==> src/channel_cfg_defs.svh <==
// Constants for the channel configuration register bank: offsets, field positions, resets, codes.
// Assumes inclusion by bare name; holds definitions only.
`ifndef CHANNEL_CFG_DEFS_SVH
`define CHANNEL_CFG_DEFS_SVH

// Channel count and register indices; byte address is four times the index
`define CCF_NUM_CHAN          16
`define CCF_CHAN_BASE_IDX     6'h09
`define CCF_CHAN_LAST_IDX     6'h18
`define CCF_PWR_CTRL_IDX      6'h20
`define CCF_STATUS_IDX        6'h21

// Channel register layout
`define CCF_CHAN_W            24
`define CCF_CHAN0_RST         24'h800100
`define CCF_CHANM_RST         24'h000100
`define CCF_CHAN_WR_MASK      24'hfbffff
`define CCF_EN_BIT            23
`define CCF_SETUP_MSB         22
`define CCF_SETUP_LSB         20
`define CCF_SW_BIT            19
`define CCF_RSVD_BIT          18
`define CCF_POS_MSB           17
`define CCF_POS_LSB           13

// Power control register layout
`define CCF_PWR_CTRL_RST      3'h0
`define CCF_MODE_MSB          1
`define CCF_MODE_LSB          0
`define CCF_ALLOW_BIT         2

// Status register layout
`define CCF_ST_SW_BIT         0
`define CCF_ST_MODE_LSB       1
`define CCF_ST_SETUP_LSB      3
`define CCF_ST_POS_LSB        6
`define CCF_ST_UNDEF_BIT      11

// Positive input codes
`define CCF_POS_TEMP          5'h10
`define CCF_POS_AGND          5'h11
`define CCF_POS_REF           5'h12
`define CCF_POS_DIGITAL_GROUND_RAIL          5'h13
`define CCF_POS_ASUP_P        5'h14
`define CCF_POS_ASUP_N        5'h15
`define CCF_POS_IOSUP_P       5'h16
`define CCF_POS_IOSUP_N       5'h17
`define CCF_POS_AREG_P        5'h18
`define CCF_POS_AREG_N        5'h19
`define CCF_POS_DREG_P        5'h1a
`define CCF_POS_DREG_N        5'h1b
`define CCF_POS_MV_P          5'h1c
`define CCF_POS_MV_N          5'h1d

`endif

==> src/channel_cfg_pkg.sv <==
// Types shared by the channel configuration bank and its decoders.
// Assumes nothing beyond a SystemVerilog compiler.
package channel_cfg_pkg;

	typedef enum logic [1:0] {
		APB_IDLE   = 2'b00,
		APB_ACCESS = 2'b01,
		APB_RESP   = 2'b11
	} apb_state_e;

	typedef enum logic [1:0] {
		PM_ACTIVE     = 2'b00,
		PM_STANDBY    = 2'b01,
		PM_POWER_DOWN = 2'b10,
		PM_RESERVED   = 2'b11
	} power_mode_e;

	typedef enum logic [2:0] {
		PK_PIN            = 3'd0,
		PK_TEMP_SENSOR    = 3'd1,
		PK_ANALOG_GROUND  = 3'd2,
		PK_INT_REFERENCE  = 3'd3,
		PK_DIGITAL_GROUND = 3'd4,
		PK_SUPPLY_MONITOR = 3'd5,
		PK_TEST_SIGNAL    = 3'd6,
		PK_UNDEFINED      = 3'd7
	} pos_kind_e;

	typedef enum logic [1:0] {
		RAIL_ANALOG_SUPPLY      = 2'd0,
		RAIL_INTERFACE_SUPPLY   = 2'd1,
		RAIL_ANALOG_REGULATOR   = 2'd2,
		RAIL_DIGITAL_REGULATOR  = 2'd3
	} monitor_rail_e;

	typedef struct packed {
		pos_kind_e     kind;
		logic [2:0]    pin_index;
		monitor_rail_e rail;
		logic          negative_side;
	} pos_route_s;

endpackage : channel_cfg_pkg

==> src/channel_config_fields.sv <==
// Per-channel configuration register bank with setup select, low-side switch control
// and positive input select, reached over APB.
// Assumes a conversion sequencer that reports the channel it is working on and whether
// a conversion is running; the power mode and standby switch allowance come from a
// power control register in this bank.
`timescale 1ns/1ns
`default_nettype none
`include "channel_cfg_defs.svh"

module channel_config_fields #(
	parameter int NUM_CHAN  = `CCF_NUM_CHAN,
	parameter int NUM_BANKS = 8
) (
	input  wire logic                       i_core_clk,
	input  wire logic                       i_sys_rst,
	input  wire logic                       i_psel,
	input  wire logic                       i_penable,
	input  wire logic                       i_pwrite,
	input  wire logic [7:0]                 i_paddr,
	input  wire logic [31:0]                i_pwdata,
	output logic      [31:0]                o_prdata,
	output logic                            o_pready,
	output logic                            o_pslverr,
	input  wire logic [3:0]                 i_active_chan,
	input  wire logic                       i_chan_converting,
	output logic                            o_low_side_switch_pin_close,
	output logic      [NUM_BANKS-1:0]       o_setup_bank_sel,
	output logic      [2:0]                 o_setup_code,
	output logic      [4:0]                 o_positive_input_select,
	output channel_cfg_pkg::pos_route_s     o_pos_route,
	output logic      [NUM_CHAN-1:0]        o_chan_enable
);

	////////////////////////////////////////////////////////////////////////////////
	// Address decode

	typedef struct packed {
		logic       chan_hit;
		logic [3:0] chan;
		logic       pwr_hit;
		logic       status_hit;
	} addr_hit_s;

	function automatic addr_hit_s decode_addr(input logic [7:0] addr);
		addr_hit_s  h;
		logic [5:0] idx;
		logic [5:0] off;
		h          = '0;
		idx        = addr[7:2];
		off        = idx - `CCF_CHAN_BASE_IDX;
		if (addr[1:0] != 2'h0) begin
			h = '0;
		end else if (idx >= `CCF_CHAN_BASE_IDX && idx <= `CCF_CHAN_LAST_IDX &&
		             int'(off) < NUM_CHAN) begin
			h.chan_hit = 1'b1;
			h.chan     = off[3:0];
		end else if (idx == `CCF_PWR_CTRL_IDX) begin
			h.pwr_hit = 1'b1;
		end else if (idx == `CCF_STATUS_IDX) begin
			h.status_hit = 1'b1;
		end
		return h;
	endfunction : decode_addr

	// Status packing; the active-channel fields show what the pin and muxes use now
	function automatic logic [31:0] status_word(
		input logic                        sw_closed,
		input logic [1:0]                  pm,
		input logic [2:0]                  setup,
		input logic [4:0]                  pos,
		input channel_cfg_pkg::pos_route_s route
	);
		logic [31:0] w;
		w                                        = 32'h0000_0000;
		w[`CCF_ST_SW_BIT]                        = sw_closed;
		w[`CCF_ST_MODE_LSB+1:`CCF_ST_MODE_LSB]   = pm;
		w[`CCF_ST_SETUP_LSB+2:`CCF_ST_SETUP_LSB] = setup;
		w[`CCF_ST_POS_LSB+4:`CCF_ST_POS_LSB]     = pos;
		w[`CCF_ST_UNDEF_BIT] = (route.kind == channel_cfg_pkg::PK_UNDEFINED);
		return w;
	endfunction : status_word

	// Mode gating as one table; the channel bit never overrides power-down
	function automatic logic switch_closes(
		input channel_cfg_pkg::power_mode_e pm,
		input logic                         allow,
		input logic                         sw_bit,
		input logic                         converting
	);
		logic close;
		close = 1'b0;
		case (pm)
			channel_cfg_pkg::PM_ACTIVE: begin
				close = sw_bit && converting;
			end
			channel_cfg_pkg::PM_STANDBY: begin
				// Standby has no conversion running; the allowance bit gates the selected channel's bit
				close = allow && sw_bit;
			end
			default: close = 1'b0;
		endcase
		return close;
	endfunction : switch_closes

	////////////////////////////////////////////////////////////////////////////////
	// State

	channel_cfg_pkg::apb_state_e apb_st_q;
	channel_cfg_pkg::apb_state_e apb_st_d;
	logic [31:0]                 prdata_q;
	logic [31:0]                 prdata_d;
	logic                        pready_q;
	logic                        pready_d;
	logic                        pslverr_q;
	logic                        pslverr_d;
	logic [`CCF_CHAN_W-1:0]      chan_q [NUM_CHAN];
	logic [`CCF_CHAN_W-1:0]      chan_d [NUM_CHAN];
	logic [2:0]                  pwr_q;
	logic [2:0]                  pwr_d;

	logic                        switch_q;
	logic                        switch_d;
	logic [NUM_BANKS-1:0]        bank_q;
	logic [NUM_BANKS-1:0]        bank_d;
	logic [2:0]                  setup_q;
	logic [2:0]                  setup_d;
	logic [4:0]                  pos_q;
	logic [4:0]                  pos_d;
	channel_cfg_pkg::pos_route_s route_q;
	channel_cfg_pkg::pos_route_s route_d;
	logic [NUM_CHAN-1:0]         chen_q;
	logic [NUM_CHAN-1:0]         chen_d;

	addr_hit_s                   hit;
	logic                        mapped;
	logic [31:0]                 rd_data;
	logic [`CCF_CHAN_W-1:0]      act_cfg;
	logic                        act_valid;
	channel_cfg_pkg::power_mode_e mode;
	logic [NUM_BANKS-1:0]        bank_dec;
	channel_cfg_pkg::pos_route_s route_dec;

	assign hit    = decode_addr(i_paddr);
	assign mapped = hit.chan_hit | hit.pwr_hit | hit.status_hit;
	assign mode   = channel_cfg_pkg::power_mode_e'(pwr_q[`CCF_MODE_MSB:`CCF_MODE_LSB]);

	////////////////////////////////////////////////////////////////////////////////
	// Read mux

	always_comb begin
		rd_data = 32'h0000_0000;
		if (hit.chan_hit) begin
			rd_data[`CCF_CHAN_W-1:0] = chan_q[hit.chan];
		end else if (hit.pwr_hit) begin
			rd_data[2:0] = pwr_q;
		end else if (hit.status_hit) begin
			rd_data = status_word(switch_q, pwr_q[`CCF_MODE_MSB:`CCF_MODE_LSB], setup_q, pos_q,
			                      route_q);
		end
	end

	////////////////////////////////////////////////////////////////////////////////
	// APB slave and register file

	// One wait state: pready rises in the second access cycle, and the write lands on
	// the edge that samples it, so a held request never commits twice.
	always_comb begin
		apb_st_d  = apb_st_q;
		prdata_d  = prdata_q;
		pready_d  = 1'b0;
		pslverr_d = 1'b0;
		pwr_d     = pwr_q;
		for (int c = 0; c < NUM_CHAN; c++) begin
			chan_d[c] = chan_q[c];
		end
		case (apb_st_q)
			channel_cfg_pkg::APB_IDLE: begin
				if (i_psel && !i_penable) begin
					apb_st_d = channel_cfg_pkg::APB_ACCESS;
				end
			end
			channel_cfg_pkg::APB_ACCESS: begin
				if (i_psel && i_penable) begin
					apb_st_d  = channel_cfg_pkg::APB_RESP;
					pready_d  = 1'b1;
					pslverr_d = !mapped;
					prdata_d  = i_pwrite ? 32'h0000_0000 : rd_data;
				end else if (!i_psel) begin
					apb_st_d = channel_cfg_pkg::APB_IDLE;
				end
			end
			channel_cfg_pkg::APB_RESP: begin
				apb_st_d = channel_cfg_pkg::APB_IDLE;
				if (i_psel && i_penable && i_pwrite) begin
					if (hit.chan_hit) begin
						// Reserved bit 18 is dropped on write so it always reads zero
						chan_d[hit.chan] = i_pwdata[`CCF_CHAN_W-1:0] & `CCF_CHAN_WR_MASK;
					end else if (hit.pwr_hit) begin
						pwr_d = i_pwdata[2:0];
					end
				end
			end
			default: apb_st_d = channel_cfg_pkg::APB_IDLE;
		endcase
	end

	always_ff @(posedge i_core_clk or posedge i_sys_rst) begin
		if (i_sys_rst) begin
			apb_st_q  <= channel_cfg_pkg::APB_IDLE;
			prdata_q  <= 32'h0000_0000;
			pready_q  <= 1'b0;
			pslverr_q <= 1'b0;
			pwr_q     <= `CCF_PWR_CTRL_RST;
			for (int c = 0; c < NUM_CHAN; c++) begin
				chan_q[c] <= (c == 0) ? `CCF_CHAN0_RST : `CCF_CHANM_RST;
			end
		end else begin
			apb_st_q  <= apb_st_d;
			prdata_q  <= prdata_d;
			pready_q  <= pready_d;
			pslverr_q <= pslverr_d;
			pwr_q     <= pwr_d;
			for (int c = 0; c < NUM_CHAN; c++) begin
				chan_q[c] <= chan_d[c];
			end
		end
	end

	////////////////////////////////////////////////////////////////////////////////
	// Active channel decode

	// A channel number beyond the bank reads as an all-clear config, so the switch opens
	assign act_valid = (int'(i_active_chan) < NUM_CHAN);
	assign act_cfg   = act_valid ? chan_q[i_active_chan] : '0;

	setup_bank_decode #(
		.NUM_BANKS    (NUM_BANKS)
	) u_setup_bank_decode (
		.i_setup_code (act_cfg[`CCF_SETUP_MSB:`CCF_SETUP_LSB]),
		.o_bank_sel   (bank_dec)
	);

	positive_input_decode u_positive_input_decode (
		.i_code  (act_cfg[`CCF_POS_MSB:`CCF_POS_LSB]),
		.o_route (route_dec)
	);

	always_comb begin
		setup_d = act_cfg[`CCF_SETUP_MSB:`CCF_SETUP_LSB];
		bank_d  = bank_dec;
		pos_d   = act_cfg[`CCF_POS_MSB:`CCF_POS_LSB];
		route_d = route_dec;
		for (int c = 0; c < NUM_CHAN; c++) begin
			chen_d[c] = chan_q[c][`CCF_EN_BIT];
		end
		switch_d = switch_closes(mode, pwr_q[`CCF_ALLOW_BIT], act_cfg[`CCF_SW_BIT],
		                         i_chan_converting);
	end

	always_ff @(posedge i_core_clk or posedge i_sys_rst) begin
		if (i_sys_rst) begin
			switch_q <= 1'b0;
			bank_q   <= '0;
			setup_q  <= 3'h0;
			pos_q    <= 5'h00;
			route_q  <= '0;
			chen_q   <= '0;
		end else begin
			switch_q <= switch_d;
			bank_q   <= bank_d;
			setup_q  <= setup_d;
			pos_q    <= pos_d;
			route_q  <= route_d;
			chen_q   <= chen_d;
		end
	end

	////////////////////////////////////////////////////////////////////////////////
	// Outputs

	assign o_prdata                    = prdata_q;
	assign o_pready                    = pready_q;
	assign o_pslverr                   = pslverr_q;
	assign o_low_side_switch_pin_close = switch_q;
	assign o_setup_bank_sel            = bank_q;
	assign o_setup_code                = setup_q;
	assign o_positive_input_select     = pos_q;
	assign o_pos_route                 = route_q;
	assign o_chan_enable               = chen_q;

endmodule : channel_config_fields

`default_nettype wire

==> src/setup_bank_decode.sv <==
// One-hot decode of a channel's setup-select code onto the setup banks.
// Assumes a settled code; purely combinational.
`timescale 1ns/1ns
`default_nettype none

module setup_bank_decode #(
	parameter int NUM_BANKS = 8
) (
	input  wire logic [2:0]           i_setup_code,
	output var  logic [NUM_BANKS-1:0] o_bank_sel
);

	// Per-bit drivers go onto a net; the variable port then has a single driver
	wire logic [NUM_BANKS-1:0] sel;

	genvar b;
	generate
		for (b = 0; b < NUM_BANKS; b++) begin : g_bank
			assign sel[b] = (i_setup_code == 3'(b));
		end
	endgenerate

	assign o_bank_sel = sel;

endmodule : setup_bank_decode

`default_nettype wire

==> src/positive_input_decode.sv <==
// Decode of the positive-input select code into a crosspoint route description.
// Assumes the code comes from a register; purely combinational.
`timescale 1ns/1ns
`default_nettype none
`include "channel_cfg_defs.svh"

module positive_input_decode (
	input  wire logic [4:0]                 i_code,
	output var  channel_cfg_pkg::pos_route_s o_route
);

	always_comb begin
		o_route.kind          = channel_cfg_pkg::PK_UNDEFINED;
		o_route.pin_index     = 3'h0;
		o_route.rail          = channel_cfg_pkg::RAIL_ANALOG_SUPPLY;
		o_route.negative_side = i_code[0];
		if (i_code[4] == 1'b0) begin
			// Pin codes pair as 00x0x/01x1x patterns; the rest below 0x10 are unused
			case (i_code[3:1])
				3'h0: begin
					o_route.kind      = channel_cfg_pkg::PK_PIN;
					o_route.pin_index = {2'h0, i_code[0]};
				end
				3'h2: begin
					o_route.kind      = channel_cfg_pkg::PK_PIN;
					o_route.pin_index = {2'h1, i_code[0]};
				end
				3'h5: begin
					o_route.kind      = channel_cfg_pkg::PK_PIN;
					o_route.pin_index = {2'h2, i_code[0]};
				end
				3'h7: begin
					o_route.kind      = channel_cfg_pkg::PK_PIN;
					o_route.pin_index = {2'h3, i_code[0]};
				end
				default: o_route.kind = channel_cfg_pkg::PK_UNDEFINED;
			endcase
			o_route.negative_side = 1'b0;
		end else begin
			case (i_code)
				`CCF_POS_TEMP: o_route.kind = channel_cfg_pkg::PK_TEMP_SENSOR;
				`CCF_POS_AGND: o_route.kind = channel_cfg_pkg::PK_ANALOG_GROUND;
				`CCF_POS_REF:  o_route.kind = channel_cfg_pkg::PK_INT_REFERENCE;
				`CCF_POS_DIGITAL_GROUND_RAIL: o_route.kind = channel_cfg_pkg::PK_DIGITAL_GROUND;
				`CCF_POS_ASUP_P, `CCF_POS_ASUP_N: begin
					o_route.kind = channel_cfg_pkg::PK_SUPPLY_MONITOR;
					o_route.rail = channel_cfg_pkg::RAIL_ANALOG_SUPPLY;
				end
				`CCF_POS_IOSUP_P, `CCF_POS_IOSUP_N: begin
					o_route.kind = channel_cfg_pkg::PK_SUPPLY_MONITOR;
					o_route.rail = channel_cfg_pkg::RAIL_INTERFACE_SUPPLY;
				end
				`CCF_POS_AREG_P, `CCF_POS_AREG_N: begin
					o_route.kind = channel_cfg_pkg::PK_SUPPLY_MONITOR;
					o_route.rail = channel_cfg_pkg::RAIL_ANALOG_REGULATOR;
				end
				`CCF_POS_DREG_P, `CCF_POS_DREG_N: begin
					o_route.kind = channel_cfg_pkg::PK_SUPPLY_MONITOR;
					o_route.rail = channel_cfg_pkg::RAIL_DIGITAL_REGULATOR;
				end
				`CCF_POS_MV_P, `CCF_POS_MV_N: o_route.kind = channel_cfg_pkg::PK_TEST_SIGNAL;
				default: o_route.kind = channel_cfg_pkg::PK_UNDEFINED;
			endcase
			if (o_route.kind != channel_cfg_pkg::PK_SUPPLY_MONITOR &&
			    o_route.kind != channel_cfg_pkg::PK_TEST_SIGNAL) begin
				o_route.negative_side = 1'b0;
			end
		end
	end

endmodule : positive_input_decode

`default_nettype wire

==> config.mk <==
export PLATFORM = sky130hd
export DESIGN_NAME = channel_config_fields
export DESIGN_NICKNAME = d
export VERILOG_FILES = /design/src/channel_cfg_pkg.sv /design/src/channel_config_fields.sv /design/src/setup_bank_decode.sv /design/src/positive_input_decode.sv
export VERILOG_INCLUDE_DIRS = /design/src
export SDC_FILE = /design/constraint.sdc
export NUM_CORES = 1
export LEC_CHECK = 0
export BUFFER_PORTS_ARGS = -buffer_cell sky130_fd_sc_hd__buf_2
export CORE_AREA = 4 4 241 184
export CTS_CLUSTER_SIZE = 14
export DETAILED_ROUTE_END_ITERATION = 12
export DIE_AREA = 0 0 245 188
export GPL_ROUTABILITY_DRIVEN = 0
export PLACE_DENSITY = 0.69
export REMOVE_ABC_BUFFERS = 1
export SETUP_SLACK_MARGIN = 0.2
export SYNTH_ARGS = -nofsm -noshare
export SYNTH_HDL_FRONTEND = slang
export SYNTH_SLANG_ARGS = --single-unit
==> constraint.sdc <==
create_clock -name i_core_clk -period 28.7 [get_ports i_core_clk]
set_clock_uncertainty 0.1 [all_clocks]
set_input_delay 1.435 -clock i_core_clk [delete_from_list [all_inputs] [get_ports i_core_clk]]
set_output_delay 1.435 -clock i_core_clk [all_outputs]
set_load 0.03 [all_outputs]
==> out/summary.txt, run 1 <==
dpl cell area - 21800 sq um
clock tree buffer depth - 3
router iterations before antenna repair - 6
Placed Cells - 2127
YS warnings - 0
reg2reg start - apb_st_q[0]
distinct cell type count after synthesis - 76
I/O pins - 126
via count - 14000
worst-skew pair later-pin latency - 0.56 ns
Hold WC Path Type - reg2reg
Worst EP arrival - 6.37 ns
VDD IR-drop max - 0.0534 mV
critical path class - in2reg
vias per inst - 6.36
status - completed
Layout area overhead - 11.8%
minimum clock period - 6.03 ns
Area contributors post-synth - dfrtp_1 (51%), mux2_2 (21%), mux4_2 (4.9%), mux2i_1 (2.6%), dfstp_2 (2.1%)
layout cells sized above 1 - 42.7%
CTS root buffer - clkbuf_16
area share of the largest cell type after synthesis - 50.8%
Max-Cap Viols - 0
Die X - 245 um
synth cell count leaders - dfrtp_1 (423), mux2_2 (389), clkbuf_1 (69)
Die Y-Extent - 188 um
initial core utilization - 49.8%
vias in the first global route - 14600
hold_sp - chan_q[167]
DRC violations left - 0
setup_tns - 0 ns
DP Wirelength - 35100 um
initial antenna violation count - 4
CTS tree - done
Worst Path Required - 29.04 ns
TritonCTS Sinks - 440
number of flops mapped to enable cells by yosys - 0
async set-reset flop share out of synthesis - 100%
# port buffers - 107
top-count cell post-synth - dfrtp_1
first-pass GRT wire length - 92300 um
Final setup viols - 0
grt ovf - 0
Num CTS Buffers - 43
Power per Cell Area - 56.7 nW/um^2
total chip power - 1.32 mW
Slew @ Worst Pin - 1.24 ns
Slew Limit Fails - 0
post-route cell area - 23300 sq um
leakage power - 11.3 nW
Slew headroom - 16.9%
synthesized flop and latch total - 440
die area - 46100 sq um
Primary FF master, synth - dfrtp_1
crit path from - i_paddr[2]
Finished Layout Cells - 2208
Setup Buffers After CTS - 0
fin crit share - 21.0%
register area share after synthesis - 52.9%
CP endpoint kind - flop
Wirelength per Cell - 27.3 um
GRT Util Overall - 26.1%
area of the multi-input gates - 9230 sq um
final wirelength - 60300 um
cell taking the most area after synthesis - dfrtp_1
Syn Std Cell Area - 20800 sq um
FMAX - 166 MHz
Syn Inst Count - 1558
clock-pin slew on the worst setup and hold paths - 0.06 ns
Fin. Hold Viols - 0
H-tree depth - 2
DRT iter0 DRCs - 1324
Seq. cell area - 11000 sq um
post_cts resized - 0
fillers - 3449
largest net degree at the start of global routing - 158
# hold bufs at CTS - 0
RSZ-0062 raised after global routing - false
startpoint types - input port
core area - 41800 sq um
Routed Antenna Nets - 0
Layout Nets - 1656
mean post-synth cell area - 13.4 sq um
Crit Path Max Fanout - 58
std cell rows - 65
[stage by stage]
| stage | hold slack, ns | utilization (%) | worst slack (ns) |
|---|---|---|---|
| after floorplan | 0.265 | - | 14.93 |
| after global placement | 0.283 | 52.1 | 22.27 |
| after detailed placement | 0.285 | 52.1 | 22.24 |
| after CTS | 0.302 | 55.7 | 22.83 |
| after global routing | 0.317 | 55.7 | 22.59 |
| final | 0.301 | 55.7 | 22.67 |
[cell families after synthesis]
logic type | Yosys count | share of synthesized area [%]
compound gates | 264 | 9.30
buf+inv | 152 | 3.47
other cells | 1 | 0.0180
flops | 440 | 52.9
xor+xnor | 2 | 0.0841
mux | 500 | 29.2
simple gates | 196 | 4.81
fa+ha+maj | 3 | 0.180
[report_power, final]
group          leakage, nW  internal [mW]  switching (mW)  total (mW)
sequential            6.08          0.622         0.00202       0.624
combinational         4.45         0.0231          0.0643      0.0874
clock                0.755          0.361           0.247       0.608
[cell type report]
type / instances / share of cell area [%]
antenna: 2 / 0.0215
clock inverter: 14 / 0.903
multi-input combinational: 974 / 39.6
timing repair buffer: 133 / 3.19
clock buffer: 65 / 5.63
inverter: 11 / 0.210
tap: 569 / 3.06
sequential: 440 / 47.4
[worst max-delay path, stage by stage]
cell,delay [ns]
buf_2,0.12
inv_2,0.05
buf_4,0.71
ha_4,0.31
nand3b_1,0.17
a211o_1,0.65
nor2_2,0.61
buf_4,0.42
nand2b_1,0.40
nor2_4,1.04
mux2_2,0.43
[layout by cell type (no fill, tap or decap), types with 10 or more instances in the layout]
| cell | count |
|---|---|
| nand2b_1 | 12 |
| o211ai_1 | 11 |
| o22ai_1 | 45 |
| buf_2 | 107 |
| a22oi_1 | 18 |
| mux4_2 | 45 |
| mux2i_1 | 54 |
| mux2_2 | 389 |
| a2bb2oi_1 | 17 |
| nor2_1 | 46 |
| clkbuf_8 | 13 |
| dfstp_2 | 17 |
| nor3_1 | 10 |
| clkbuf_16 | 44 |
| o221ai_1 | 34 |
| a21oi_1 | 38 |
| buf_4 | 25 |
| dfrtp_1 | 423 |
| o21ai_0 | 23 |
| o21a_1 | 11 |
| nand2_1 | 51 |
[state kept, by name, summed over array words and instances (netlist names), 3 cells and up]
name,flops
chan_q,368
o_prdata,23
o_chan_enable,16
o_pos_route,9
o_setup_bank_sel,8
o_positive_input_select,5
o_setup_code,3
pwr_q,3
[routing by layer]
metal  routed length (um)  share of wire, %  global-route usage [%]  up-vias
li1                     -                 -                       -     5923
met1                25800                43                    37.6     7390
met2                27700                46                    40.4      610
met3                 5340               8.9                    5.63      112
met4                 1440               2.4                    7.41        2
met5                   13             0.022                       0        -
[final timing paths]
path                               endpoint  slack, ns  depth (start not counted)
max                             chan_q[254]      22.67                         11
min                        o_chan_enable[9]       0.30                          0
max reg2reg                     chan_q[254]      25.37                          5
min reg2reg                o_chan_enable[9]       0.30                          0
max in group asynchronous        chan_q[30]      24.19                          5
min in group asynchronous        chan_q[97]       0.96                          2
Note: power is estimated with default switching activity, not from simulation.
==> run 2: changes to the inputs <==
--- a/config.mk
+++ b/config.mk
@@ -6,13 +6,14 @@
 export SDC_FILE = /design/constraint.sdc
 export NUM_CORES = 1
 export LEC_CHECK = 0
+export ABC_AREA = 1
 export BUFFER_PORTS_ARGS = -buffer_cell sky130_fd_sc_hd__buf_2
-export CORE_AREA = 4 4 241 184
+export CORE_AREA = 4 4 243 186
 export CTS_CLUSTER_SIZE = 14
 export DETAILED_ROUTE_END_ITERATION = 12
-export DIE_AREA = 0 0 245 188
+export DIE_AREA = 0 0 247 190
 export GPL_ROUTABILITY_DRIVEN = 0
-export PLACE_DENSITY = 0.69
+export PLACE_DENSITY = 0.71
 export REMOVE_ABC_BUFFERS = 1
 export SETUP_SLACK_MARGIN = 0.2
 export SYNTH_ARGS = -nofsm -noshare
==> constraint.sdc (replaced) <==
create_clock -name i_core_clk -period 5.34 [get_ports i_core_clk]
set_clock_uncertainty 0.1 [all_clocks]
set_input_delay 0.267 -clock i_core_clk [delete_from_list [all_inputs] [get_ports i_core_clk]]
set_output_delay 0.267 -clock i_core_clk [all_outputs]
set_load 0.03 [all_outputs]
==> out/summary.txt, run 2 <==
Buf/Inv on CP - 5
leakage power - 11.2 nW
Wirelength per Cell - 19.0 um
status - completed
number of flops mapped to enable cells by yosys - 0
CP endpoint kind - flop
core area - 42900 sq um
Die Y-Extent - 190 um
Max-Cap Viols - 0
std cell rows - 66
H-tree depth - 2
CTS tree - done
Die X - 247 um
synthesized flop and latch total - 440
crit-path leading delay family - simple AND/OR/NAND/NOR gates
initial antenna violation count - 1
Layout area overhead - 10.9%
cell taking the most area after synthesis - dfrtp_1
Slew Limit Fails - 0
fin crit share - 70.0%
Slew @ Worst Pin - 1.15 ns
Routed Antenna Nets - 0
TritonCTS Sinks - 440
via count - 18600
clock-pin slew on the worst setup and hold paths - 0.06 ns
Slew headroom - 23.3%
distinct cell type count after synthesis - 39
Largest Register - chan_q
clock tree buffer depth - 3
CP Cell Sequence - buf_2 > inv_2 > ha_1 > nand3_1 > a21oi_2 > nand3_4 > inv_4 > nand3_4 > inv_4 > nor2_8 > nand2_2 > buf_4 > nand2_1 > o21ai_1
Setup Buffers After CTS - 0
Syn Std Cell Area - 21100 sq um
dpl cell area - 21900 sq um
vias in the first global route - 17600
vias per inst - 5.58
Area contributors post-synth - dfrtp_1 (50%), nand2_1 (16%), o21ai_1 (6.6%), o21ai_0 (5.3%), inv_1 (4.1%)
FMAX - 268 MHz
reg2reg start - apb_st_q[0]
largest net degree at the start of global routing - 119
DRT iter0 DRCs - 2238
DP Wirelength - 37800 um
Final setup viols - 0
worst-skew pair later-pin latency - 0.56 ns
Fin. Hold Viols - 0
synth cell count leaders - nand2_1 (887), dfrtp_1 (423), o21ai_1 (277)
grt ovf - 0
Worst Path Required - 5.66 ns
crit path from - i_paddr[2]
Syn Inst Count - 2701
commonest non-fill, non-tap cell in the layout - nand2_1
Largest register FFs - 368
WP depth - 14
CP max stage delay - 0.66 ns
critical path endpoint - chan_q[256]
RSZ-0062 raised after global routing - false
slowest CP cell - nand2_2
mean post-synth cell area - 7.82 sq um
async set-reset flop share out of synthesis - 100%
CTS root buffer - clkbuf_16
most frequent cells in the layout - nand2_1 (886), dfrtp_1 (423), o21ai_1 (277)
reg2reg end - chan_q[169]
GRT Util Overall - 27.0%
area share of the largest cell type after synthesis - 50.1%
first-pass GRT wire length - 99400 um
top-count cell post-synth - nand2_1
Primary FF master, synth - dfrtp_1
R2R depth - 8
Worst EP arrival - 4.06 ns
YS warnings - 0
# port buffers - 107
DRC violations left - 0
hold_sp - i_pwdata[12]
router iterations before antenna repair - 5
Num CTS Buffers - 45
minimum clock period - 3.74 ns
Layout Nets - 2775
I/O pins - 126
VDD IR-drop max - 0.199 mV
register area share after synthesis - 52.2%
critical path class - in2reg
Crit Path Max Fanout - 27
setup_tns - 0 ns
fillers - 3922
Power per Cell Area - 300 nW/um^2
die area - 46900 sq um
Hold WC Path Type - in2reg
Final Core Density - 54.6%
layout cells sized above 1 - 9.91%
post-route cell area - 23400 sq um
final wirelength - 63400 um
Reg2Reg Setup Slack - 2.12 ns
Hold Slack - 0.119 ns
initial core utilization - 49.3%
startpoint types - input port
antenna cells - 0
-- run 2: cell count changes after synthesis, moves of 35 or more --
cell,delta
nor2_1,+90
buf_2,+47
mux2_2,-389
nand2_1,+836
nand3_1,+35
a21oi_1,+70
mux2i_1,-49
inv_1,+222
o21ai_0,+202
o21ai_1,+276
mux4_2,-45
-- run 2: area by class of cell --
class | instances | area (sq um) | share of cell area [%]
sequential | 440 | 11000 | 47.1
multi-input combinational | 1845 | 8390 | 35.8
clock buffer | 72 | 1380 | 5.88
inverter | 243 | 925 | 3.95
timing repair buffer | 147 | 886 | 3.78
tap | 578 | 723 | 3.09
clock inverter | 7 | 85.1 | 0.363
-- run 2: stage by stage --
step	power (mW)	worst slack, ns	cells
finish	7.03	1.60	3332
global route	7.26	1.43	3332
CTS	7.07	1.76	3332
detailed placement	3.93	1.23	3249
global placement	3.92	1.26	3249
floorplan	3.74	-7.26	2528
-- run 2: kinds of logic (layout without fill, tap and decap cells) --
family	after synthesis	in the layout	share of synthesized area [%]
simple gates	1151	1151	22.4
compound gates	676	676	16.6
flops	440	440	52.2
buf+inv	424	469	8.22
mux	5	5	0.237
fa+ha+maj	3	3	0.178
other cells	1	9	0.0178
xor+xnor	1	1	0.0415
-- run 2: where the power goes --
group          total [mW]  internal (mW)  switching, mW
clock                3.15           1.85           1.30
combinational       0.498          0.111          0.386
sequential           3.38           3.36         0.0215
total                7.03           5.32           1.71
-- run 2: worst min-delay path by stage --
| stage | end | cells past startpoint |
|---|---|---|
| final | chan_q[60] | 3 |
| after global routing | o_low_side_switch_pin_close | 3 |
| after CTS | o_low_side_switch_pin_close | 3 |
| after detailed placement | o_chan_enable[13] | 0 |
| after global placement | o_chan_enable[3] | 0 |
| after floorplan | apb_st_q[0] | 1 |
-- run 2: metal layers --
metal | vias to the layer above | wire length [um] | global-route usage [%] | share of wire (%)
met3 | 135 | 6900 | 6.43 | 11
met2 | 923 | 27500 | 40.9 | 43
met4 | 2 | 1920 | 8.46 | 3.0
met5 | - | 16 | 0 | 0.025
li1 | 8686 | - | - | -
met1 | 8834 | 27100 | 38.8 | 43
-- run 2: what timing repair did --
| action | 4_1_cts | 5_1_grt |
|---|---|---|
| hold buffers | 4 | 0 |
| hold endpoints to repair | 115 | 0 |
| gates resized for setup | 0 | 0 |
-- run 2: tightest hold or removal path: cells and delay by family --
family | cells | cell delay, ns
buf+inv | 2 | 0.27
compound gates | 1 | 0.19
